File: src/slc_map.svh
// register offsets, field positions, reset values and timing counts of the subclock low power switch
// Functional notes
// RULE1 - writing 70H to standby control moves system clock to subsystem oscillator
// RULE2 - clock status register shows whether subsystem clock is really selected
// RULE3 - once on subsystem clock, writing 74H stops the main oscillator
// RULE4 - writing 70H restarts main oscillator while system clock stays on subclock
// RULE5 - after software waits settle time, 00H write selects main clock
// RULE6 - software never clears stop and select bits together while main is stopped
// RULE7 - settle time register sets wake wait only for STOP on main clock
// RULE8 - address, address/data and read/write strobe pins float in STOP and IDLE
// RULE9 - address strobe pin floats in STOP and IDLE
// RULE10 - clearing ADC mode bit 7 shuts the converter down
// RULE11 - clearing a D/A channel enable floats its analog output
// RULE12 - pin in control mode follows the peripheral, not the latch
// RULE13 - pin in port mode follows output latch and direction register
// RULE14 - system clock stays on subclock from 70H until explicit 00H
`ifndef SLC_MAP_SVH
`define SLC_MAP_SVH

// byte offsets on the register bus
`define SLC_OFS_STANDBY 6'h00
`define SLC_OFS_CLKSTAT 6'h04
`define SLC_OFS_SETTLE 6'h08
`define SLC_OFS_ADCMODE 6'h0C
`define SLC_OFS_DAC0 6'h10
`define SLC_OFS_DAC1 6'h14
`define SLC_OFS_PLATCH 6'h18
`define SLC_OFS_PDIR 6'h1C
`define SLC_OFS_PCTRL 6'h20

// standby control fields
`define SLC_STB_MODE_LSB 0
`define SLC_STB_MODE_MSB 1
`define SLC_STB_OSCSTOP_BIT 2
`define SLC_STB_CK_LSB 4
`define SLC_STB_CK_MSB 6

// clock status fields
`define SLC_STAT_SUB_BIT 0
`define SLC_STAT_OSCRUN_BIT 1
`define SLC_STAT_MODE_LSB 2
`define SLC_STAT_SETTLE_BIT 4

// converter fields
`define SLC_ADC_RUN_BIT 7
`define SLC_DAC_EN_BIT 0

// reset values
`define SLC_RST_STANDBY 8'h00
`define SLC_RST_SETTLE 3'h4
`define SLC_RST_PORT 8'h00
`define SLC_RST_PDIR 8'hFF

// timing: switch-over in cycles, settle base in cycles
`define SLC_SWITCH_CYCLES 8
`define SLC_SETTLE_BASE 16

`endif

File: src/slc_pkg.sv
// types of the subclock low power switch
package slc_pkg;
	typedef enum logic [1:0] {
		CLK_MAIN = 2'b00,
		CLK_SWITCH = 2'b01,
		CLK_SUB = 2'b10
	} slc_clk_state_t;

	typedef enum logic [1:0] {
		MODE_RUN = 2'b00,
		MODE_HALT = 2'b01,
		MODE_STOP = 2'b10,
		MODE_IDLE = 2'b11
	} slc_mode_t;
endpackage

File: src/slc_sync.sv
// two flip-flop synchroniser for pin inputs
`timescale 1ns/10ps
module slc_sync #(
	parameter int W = 1
) (
	// clock and reset
	input wire logic clk,
	input wire logic reset,
	// data
	input wire logic [W-1:0] d,
	output logic [W-1:0] q
);
	logic [W-1:0] meta;

	// first stage feeds only the second stage
	always_ff @(posedge clk) begin
		if (reset) begin
			meta <= '0;
			q <= '0;
		end else begin
			meta <= d;
			q <= meta;
		end
	end
endmodule

File: src/slc_top.sv
// system clock source, oscillator, standby pin and analog power control
//
// The address map and the Avalon-MM interface to the registers were decided locally.
`timescale 1ns/10ps
`include "slc_map.svh"
module slc_top #(
	parameter int SWITCH_CYCLES = `SLC_SWITCH_CYCLES,
	parameter int SETTLE_BASE = `SLC_SETTLE_BASE,
	parameter int PORT_W = 8
) (
	// clock and reset
	input wire logic CLK,
	input wire logic RESET,
	// avalon-mm slave
	input wire logic [5:0] ADDRESS,
	input wire logic READ,
	input wire logic WRITE,
	input wire logic [31:0] WRITEDATA,
	input wire logic [3:0] BYTEENABLE,
	output logic [31:0] READDATA,
	output logic WAITREQUEST,
	// standby wake pin
	input wire logic WAKE,
	// clock control
	output logic SYSCLK_SEL_SUB,
	output logic MAIN_OSC_RUN,
	output logic [1:0] STANDBY_MODE,
	// external bus pin enables, low while driving
	output logic EXT_BUS_OE_N,
	output logic RDWR_OE_N,
	output logic ADDR_STROBE_OE_N,
	// analog power
	output logic ADC_RUN,
	output logic [1:0] DAC_OUT_EN,
	// port pins
	input wire logic [PORT_W-1:0] PERIPH_OUT,
	input wire logic [PORT_W-1:0] PERIPH_OE,
	output logic [PORT_W-1:0] PORT_OUT,
	output logic [PORT_W-1:0] PORT_OE_N
);
	// bus handshake
	logic waitreq, next_waitreq, wr_take, lane0;
	logic [31:0] rdata, next_rdata;

	// software-visible registers and their next values
	logic [7:0] standby_control_reg, adc_mode_reg, dac_chan0_mode_reg, dac_chan1_mode_reg;
	logic [7:0] next_standby, next_adc, next_dac0, next_dac1;
	logic [2:0] osc_settle_time_reg, next_settle_reg;
	logic [PORT_W-1:0] port_latch, port_dir, port_ctrl;
	logic [PORT_W-1:0] next_latch, next_dir, next_ctrl;

	// clock source and standby state
	slc_pkg::slc_clk_state_t clk_state, next_clk_state;
	slc_pkg::slc_mode_t mode, next_mode;
	logic [15:0] sw_cnt, next_sw_cnt, settle_cnt, next_settle_cnt;
	logic settling, next_settling, osc_run, next_osc_run, sel_sub, next_sel_sub;
	logic wake_s, wake_d, next_wake_d, stb_wr, sub_req;
	logic [7:0] wbyte;

	// registered pin drive
	logic ext_oe_n, next_ext_oe_n, adc_run;
	logic [1:0] dac_en, next_dac_en;
	logic [PORT_W-1:0] pout, poe_n, next_pout, next_poe_n;

	assign READDATA = rdata;
	assign WAITREQUEST = waitreq;
	assign SYSCLK_SEL_SUB = sel_sub;
	assign MAIN_OSC_RUN = osc_run;
	assign STANDBY_MODE = mode;
	assign EXT_BUS_OE_N = ext_oe_n;
	assign RDWR_OE_N = ext_oe_n;
	assign ADDR_STROBE_OE_N = ext_oe_n;
	assign ADC_RUN = adc_run;
	assign DAC_OUT_EN = dac_en;
	assign PORT_OUT = pout;
	assign PORT_OE_N = poe_n;

	// wake is a pin, so it is synchronised before anything looks at it
	slc_sync #(.W(1)) u_wake_sync (
		.clk(CLK),
		.reset(RESET),
		.d(WAKE),
		.q(wake_s)
	);

	// one wait cycle per access keeps read data and waitrequest both registered
	assign wr_take = WRITE && !waitreq;
	assign lane0 = BYTEENABLE[0];
	assign wbyte = WRITEDATA[7:0];
	assign stb_wr = wr_take && lane0 && (ADDRESS == `SLC_OFS_STANDBY);
	assign sub_req = (wbyte[`SLC_STB_CK_MSB:`SLC_STB_CK_LSB] != 3'h0);

	// bus handshake and read mux
	always_comb begin
		next_waitreq = !((READ || WRITE) && waitreq);
		next_rdata = rdata;
		if (READ && waitreq) begin
			next_rdata = 32'h0;
			case (ADDRESS)
				`SLC_OFS_STANDBY: next_rdata[7:0] = standby_control_reg;
				`SLC_OFS_CLKSTAT: begin
					next_rdata[`SLC_STAT_SUB_BIT] = (clk_state == slc_pkg::CLK_SUB); // [RULE2]
					next_rdata[`SLC_STAT_OSCRUN_BIT] = osc_run;
					next_rdata[`SLC_STAT_MODE_LSB +: 2] = mode;
					next_rdata[`SLC_STAT_SETTLE_BIT] = settling;
				end
				`SLC_OFS_SETTLE: next_rdata[2:0] = osc_settle_time_reg;
				`SLC_OFS_ADCMODE: next_rdata[7:0] = adc_mode_reg;
				`SLC_OFS_DAC0: next_rdata[7:0] = dac_chan0_mode_reg;
				`SLC_OFS_DAC1: next_rdata[7:0] = dac_chan1_mode_reg;
				`SLC_OFS_PLATCH: next_rdata[PORT_W-1:0] = port_latch;
				`SLC_OFS_PDIR: next_rdata[PORT_W-1:0] = port_dir;
				`SLC_OFS_PCTRL: next_rdata[PORT_W-1:0] = port_ctrl;
				default: next_rdata = 32'h0; // unmapped reads as zero
			endcase
		end
	end

	always_ff @(posedge CLK) begin
		if (RESET) begin
			waitreq <= 1'b1;
			rdata <= 32'h0;
		end else begin
			waitreq <= next_waitreq;
			rdata <= next_rdata;
		end
	end

	// software-written registers; only byte lane 0 carries data
	always_comb begin
		next_standby = standby_control_reg;
		next_settle_reg = osc_settle_time_reg;
		next_adc = adc_mode_reg;
		next_dac0 = dac_chan0_mode_reg;
		next_dac1 = dac_chan1_mode_reg;
		next_latch = port_latch;
		next_dir = port_dir;
		next_ctrl = port_ctrl;
		if (wr_take && lane0) begin
			case (ADDRESS)
				`SLC_OFS_STANDBY: next_standby = wbyte;
				`SLC_OFS_SETTLE: next_settle_reg = wbyte[2:0];
				`SLC_OFS_ADCMODE: next_adc = wbyte;
				`SLC_OFS_DAC0: next_dac0 = wbyte;
				`SLC_OFS_DAC1: next_dac1 = wbyte;
				`SLC_OFS_PLATCH: next_latch = WRITEDATA[PORT_W-1:0]; // [RULE13]
				`SLC_OFS_PDIR: next_dir = WRITEDATA[PORT_W-1:0]; // [RULE13]
				`SLC_OFS_PCTRL: next_ctrl = WRITEDATA[PORT_W-1:0];
				default: next_standby = standby_control_reg; // unmapped writes ignored
			endcase
		end
		// released standby shows as run mode in the register too
		if (mode != slc_pkg::MODE_RUN && next_mode == slc_pkg::MODE_RUN && !stb_wr) begin
			next_standby[`SLC_STB_MODE_MSB:`SLC_STB_MODE_LSB] = 2'b00;
		end
	end

	always_ff @(posedge CLK) begin
		if (RESET) begin
			standby_control_reg <= `SLC_RST_STANDBY;
			osc_settle_time_reg <= `SLC_RST_SETTLE;
			adc_mode_reg <= 8'h00;
			dac_chan0_mode_reg <= 8'h00;
			dac_chan1_mode_reg <= 8'h00;
			port_latch <= `SLC_RST_PORT;
			port_dir <= `SLC_RST_PDIR;
			port_ctrl <= `SLC_RST_PORT;
		end else begin
			standby_control_reg <= next_standby;
			osc_settle_time_reg <= next_settle_reg;
			adc_mode_reg <= next_adc;
			dac_chan0_mode_reg <= next_dac0;
			dac_chan1_mode_reg <= next_dac1;
			port_latch <= next_latch;
			port_dir <= next_dir;
			port_ctrl <= next_ctrl;
		end
	end

	// clock source machine: main, switching over, subsystem
	always_comb begin
		next_clk_state = clk_state;
		next_sw_cnt = sw_cnt;
		next_osc_run = osc_run;
		case (clk_state)
			slc_pkg::CLK_MAIN: begin
				if (stb_wr && sub_req) begin
					next_clk_state = slc_pkg::CLK_SWITCH; // [RULE1]
					next_sw_cnt = 16'(SWITCH_CYCLES - 1);
				end
			end
			slc_pkg::CLK_SWITCH: begin
				if (sw_cnt == 16'h0000) begin
					next_clk_state = slc_pkg::CLK_SUB; // [RULE1]
				end else begin
					next_sw_cnt = sw_cnt - 16'h0001;
				end
			end
			slc_pkg::CLK_SUB: begin
				// only an explicit 00H style write with the oscillator running returns to main
				if (stb_wr && !sub_req && osc_run) begin
					next_clk_state = slc_pkg::CLK_MAIN; // [RULE5] [RULE14]
				end
			end
			default: next_clk_state = slc_pkg::CLK_MAIN;
		endcase
		if (stb_wr) begin
			if (!wbyte[`SLC_STB_OSCSTOP_BIT]) begin
				next_osc_run = 1'b1; // [RULE4]
			end else if (clk_state == slc_pkg::CLK_SUB) begin
				next_osc_run = 1'b0; // [RULE3]
			end
		end
		// a combined clear while stopped only restarts the oscillator; the clock stays on sub
		if (clk_state == slc_pkg::CLK_SUB && !osc_run) begin
			next_clk_state = slc_pkg::CLK_SUB; // [RULE6] [RULE14]
		end
		next_sel_sub = (next_clk_state == slc_pkg::CLK_SUB) || (next_clk_state == slc_pkg::CLK_SWITCH && sel_sub);
	end

	always_ff @(posedge CLK) begin
		if (RESET) begin
			clk_state <= slc_pkg::CLK_MAIN;
			sw_cnt <= 16'h0000;
			osc_run <= 1'b1;
			sel_sub <= 1'b0;
		end else begin
			clk_state <= next_clk_state;
			sw_cnt <= next_sw_cnt;
			osc_run <= next_osc_run;
			sel_sub <= next_sel_sub;
		end
	end

	// standby mode and wake, with settle wait after STOP on main clock only
	always_comb begin
		next_mode = mode;
		next_settling = settling;
		next_settle_cnt = settle_cnt;
		next_wake_d = wake_s;
		if (stb_wr) begin
			next_mode = slc_pkg::slc_mode_t'(wbyte[`SLC_STB_MODE_MSB:`SLC_STB_MODE_LSB]);
			next_settling = 1'b0;
		end else if (settling) begin
			if (settle_cnt == 16'h0000) begin
				next_settling = 1'b0;
				next_mode = slc_pkg::MODE_RUN;
			end else begin
				next_settle_cnt = settle_cnt - 16'h0001;
			end
		end else if (wake_s && !wake_d && mode != slc_pkg::MODE_RUN) begin
			if (mode == slc_pkg::MODE_STOP && clk_state == slc_pkg::CLK_MAIN) begin
				next_settling = 1'b1; // [RULE7]
				next_settle_cnt = 16'((SETTLE_BASE << osc_settle_time_reg) - 1);
			end else begin
				next_mode = slc_pkg::MODE_RUN; // [RULE7]
			end
		end
		// bus pins float in STOP and IDLE, driven otherwise
		next_ext_oe_n = (next_mode == slc_pkg::MODE_STOP) || (next_mode == slc_pkg::MODE_IDLE); // [RULE8] [RULE9]
	end

	always_ff @(posedge CLK) begin
		if (RESET) begin
			mode <= slc_pkg::MODE_RUN;
			settling <= 1'b0;
			settle_cnt <= 16'h0000;
			wake_d <= 1'b0;
			ext_oe_n <= 1'b0;
		end else begin
			mode <= next_mode;
			settling <= next_settling;
			settle_cnt <= next_settle_cnt;
			wake_d <= next_wake_d;
			ext_oe_n <= next_ext_oe_n;
		end
	end

	// converter power
	always_comb begin
		next_dac_en[0] = dac_chan0_mode_reg[`SLC_DAC_EN_BIT]; // [RULE11]
		next_dac_en[1] = dac_chan1_mode_reg[`SLC_DAC_EN_BIT]; // [RULE11]
	end

	always_ff @(posedge CLK) begin
		if (RESET) begin
			adc_run <= 1'b0;
			dac_en <= 2'b00;
		end else begin
			adc_run <= adc_mode_reg[`SLC_ADC_RUN_BIT]; // [RULE10]
			dac_en <= next_dac_en;
		end
	end

	// per pin: control mode follows the peripheral, port mode follows latch and direction
	genvar gi;
	generate
		for (gi = 0; gi < PORT_W; gi++) begin : g_pin
			always_comb begin
				if (port_ctrl[gi]) begin
					next_pout[gi] = PERIPH_OUT[gi]; // [RULE12]
					next_poe_n[gi] = !PERIPH_OE[gi]; // [RULE12]
				end else begin
					next_pout[gi] = port_latch[gi]; // [RULE13]
					next_poe_n[gi] = port_dir[gi]; // [RULE13]
				end
			end
		end
	endgenerate

	always_ff @(posedge CLK) begin
		if (RESET) begin
			pout <= '0;
			poe_n <= '1;
		end else begin
			pout <= next_pout;
			poe_n <= next_poe_n;
		end
	end
endmodule

File: config.mk
export PLATFORM = sky130hd
export DESIGN_NAME = slc_top
export DESIGN_NICKNAME = d
export VERILOG_FILES = /design/src/slc_pkg.sv /design/src/slc_sync.sv /design/src/slc_top.sv
export VERILOG_INCLUDE_DIRS = /design/src
export SDC_FILE = /design/constraint.sdc
export NUM_CORES = 1
export LEC_CHECK = 0
export BUFFER_PORTS_ARGS = -buffer_cell sky130_fd_sc_hd__clkbuf_2
export CORE_MARGIN = 3
export CORE_UTILIZATION = 45
export DETAILED_ROUTE_END_ITERATION = 10
export GPL_ROUTABILITY_DRIVEN = 0
export PLACE_DENSITY = 0.71
export SLEW_MARGIN = 40
export SYNTH_ARGS = -nofsm -noshare
export SYNTH_HDL_FRONTEND = slang
export SYNTH_SLANG_ARGS = --single-unit
export TNS_END_PERCENT = 30
File: constraint.sdc
create_clock -name CLK -period 7 [get_ports CLK]
set_clock_uncertainty 0.1 [all_clocks]
set_input_delay 0.35 -clock CLK [delete_from_list [all_inputs] [get_ports CLK]]
set_output_delay 0.35 -clock CLK [all_outputs]
set_load 0.05 [all_outputs]
==> results.cfg <==
[worst_hold_path]
hold_class = in2reg
hold_end = u_wake_sync.meta$_SDFF_PP0_
holdPathStages = 2
hp-start = WAKE

[setup_path]
crit_chain = clkbuf_2, nor2_1, and2_0, nand2_1, mux2i_1, nor2_1
slowest_delay_ps = 790
required_ps = 7190
cp_data_arrival_time_ps = 2820
end_kind = register
reg2reg_from = WAITREQUEST$_SDFF_PP1_
cpMostUsedCell = nor2_1
timing.rr.end = settle_cnt[15]$_SDFFE_PP0P_
rrSetupSlack_ps = 4380
cp_num_buf_inv = 1
worstSetupPathType = in2reg
worst-path-max-fanout = 14
critPathSlowestCell = and2_0
critPathTopFamily = simple AND/OR/NAND/NOR gates
rr_worst_depth = 6
cp-start-kind = primary input

[power_and_ir_drop]
pwr-share-clk = 0.513
irDropWorstVdd_uv = 137
p_comb_frac = 0.050
p_seq_frac = 0.437
swShare = 0.244
power.switching_uw = 415
cellPowerDensity_mw_per_mm2 = 242
p_int_mw = 1.29
power.leakage_nw = 2.78

[timing]
setup_violations = 0
fmax_mhz = 380
timing.hold.ws_ps = 44.9
period_minus_slack_ps = 2630
finalMaxSlewViolations = 0
fin_crit_sh = 0.376
final_hold_viol_count = 0
tns_ps = 0
rsz0062_at_grt = no
relSlewSlack = 0.424
tightestPinTransition_ps = 863

[floorplanning]
die_w_um = 122
core-area_mm2 = 0.0129
die_h_um = 122
row_count = 41
start_util = 0.472
dieArea_mm2 = 0.0150
boundaryPins = 122

[grt]
grt_pass1_vias = 5292
grt_max_degree = 100
grt-ovfl-total = 0
grt_pass1_wl_um = 26000
antenna_found_initial = 0
grtUsageTotal = 0.219

[cts]
cts_resized = 0
cts_setup_buffers = 0
cts-root-buf = clkbuf_16
clockBufferDepth = 2
cts_buffers = 17
clkLatencyLatePin_ps = 430
cts.hold.buffers_added = 0
h-tree-depth = 4
clk_pin_slew_ps = 60
cts_sinks = 130
tritoncts = yes

[placement]
io_buffers = 70
hpwl_um = 10900

[detailed_routing]
wl_met2_um = 7570
dr.max_layer_used = met4
drt-met1-wl_um = 7130
drtAntennaViolNets = 0
wl_per_cell_um = 16.8
drc = 0
viasPerCell = 5.77
wl_met3_um = 1290
first_pass_iters = 6
vias = 5576
totalWireLength_um = 16300
drtIter0Drc = 427

[yosys]
yosysWarningCount = 0
synth_area_leader_cell = dfxtp_1
synth-seq-cells = 130
yosysSeqAreaShare = 0.426
synth_area_per_cell_um2 = 8.25
syn_area_mm2 = 0.00611
synth_top_cells_by_count = dfxtp_1, nand2_1, a21oi_1, nor2_1, nand3_1
synth_cell_types = 59
ys.flop_type = dfxtp_1
synth_area_leaders = dfxtp_1, nand2_1, mux2i_1
synth_edf_count = 0
yosys.cell_count.top_type = dfxtp_1
async_flop_share = 0
synth_top_cell_area_share = 0.426
synth_cells = 740

[job]
maxCapViolations = 0

[cells_and_area]
areaGrowthSynthToFinish_pct = 15.1
antennaDiodeCount = 0
drive_gt1_frac = 0.154
finalNetCount = 848
top_regs = settle_cnt: 16 flops, sw_cnt: 16 flops

[run_status]
outcome = finished clean
## cells by family after synthesis
logic type,after synthesis,share of synthesized area
AND/OR/NAND/NOR,297,0.235
AO/OA/AOI/OAI,183,0.194
flip-flops,130,0.426
buffers and inverters,84,0.0701
multiplexers,37,0.0608
adder cells (fa/ha/maj),4,0.00820
XOR/XNOR,4,0.00574
other,1,0.000614
## power groups by stage
stage          Combinational (mW)  Sequential, mW  Clock [mW]
2_1_floorplan              0.0689           0.761           0
3_3_place_gp               0.0816           0.759           0
3_5_place_dp               0.0837           0.759           0
4_1_cts                    0.0840           0.743       0.884
5_1_grt                    0.0909           0.743       0.919
6_report                   0.0856           0.743       0.873
## metrics by stage
step	std cells	total power [mW]	instance area, um2	utilization	worst slack, ps
6_report	966	1.70	7030	0.544	4370
5_1_grt	966	1.75	7030	0.544	4230
4_1_cts	966	1.71	7010	0.542	4380
3_5_place_dp	934	0.843	6420	0.497	3990
3_3_place_gp	934	0.840	6400	0.495	3770
2_1_floorplan	763	0.830	6190	-	4690
## worst reg2reg max path: stages, from the launching register on
cell,delay [ps]
dfxtp_1,400
and3b_1,210
buf_4,270
and3_1,420
a21o_1,400
or4_1,540
a21oi_1,200
## metal layers
layer	global-route usage	vias to the layer above
li1	-	2678
met1	0.289	2656
met2	0.348	216
met3	0.0539	26
met4	0.0798	0
met5	0	-
## layout by cell type, fill, tap and decap left out, drive strengths merged, types with 5 or more instances in the layout
cell type | netlist | routed
a2111oi | 5 | 5
a211oi | 9 | 9
a21o | 9 | 9
a21oi | 69 | 69
a22oi | 18 | 18
a31oi | 6 | 6
a32oi | 5 | 5
and2 | 6 | 6
and3 | 9 | 9
buf | 34 | 6
clkbuf | 42 | 88
conb | 1 | 24
dfxtp | 130 | 130
inv | 8 | 12
mux2i | 36 | 36
nand2 | 111 | 111
nand2b | 7 | 7
nand3 | 44 | 44
nor2 | 52 | 52
nor2b | 9 | 9
nor3 | 11 | 11
nor4 | 7 | 7
o21ai | 35 | 35
or3 | 13 | 13
or4 | 9 | 9
## area by class of cell
cell class	instances	area (um2)
Fill cell	1205	5900
Multi-Input combinational cell	549	3210
Sequential cell	130	2600
Clock buffer	19	433
Timing Repair Buffer	75	392
Tap cell	172	215
Clock inverter	13	151
Inverter	8	30.0
## worst max path at each step
stage                                      start                           end  cells after the start
after CTS                 WAITREQUEST$_SDFF_PP1_   settle_cnt[15]$_SDFFE_PP0P_                      6
after global placement                ADDRESS[1]    port_latch[5]$_SDFFE_PP0P_                      6
after detailed placement              ADDRESS[1]    port_latch[4]$_SDFFE_PP0P_                      6
after global routing      WAITREQUEST$_SDFF_PP1_   settle_cnt[15]$_SDFFE_PP0P_                      6
after floorplan                       ADDRESS[5]       sw_cnt[11]$_SDFFE_PP0P_                      6
final                                 ADDRESS[4]  adc_mode_reg[5]$_SDFFE_PP0P_                      6
(Power assumes the default switching activity.)
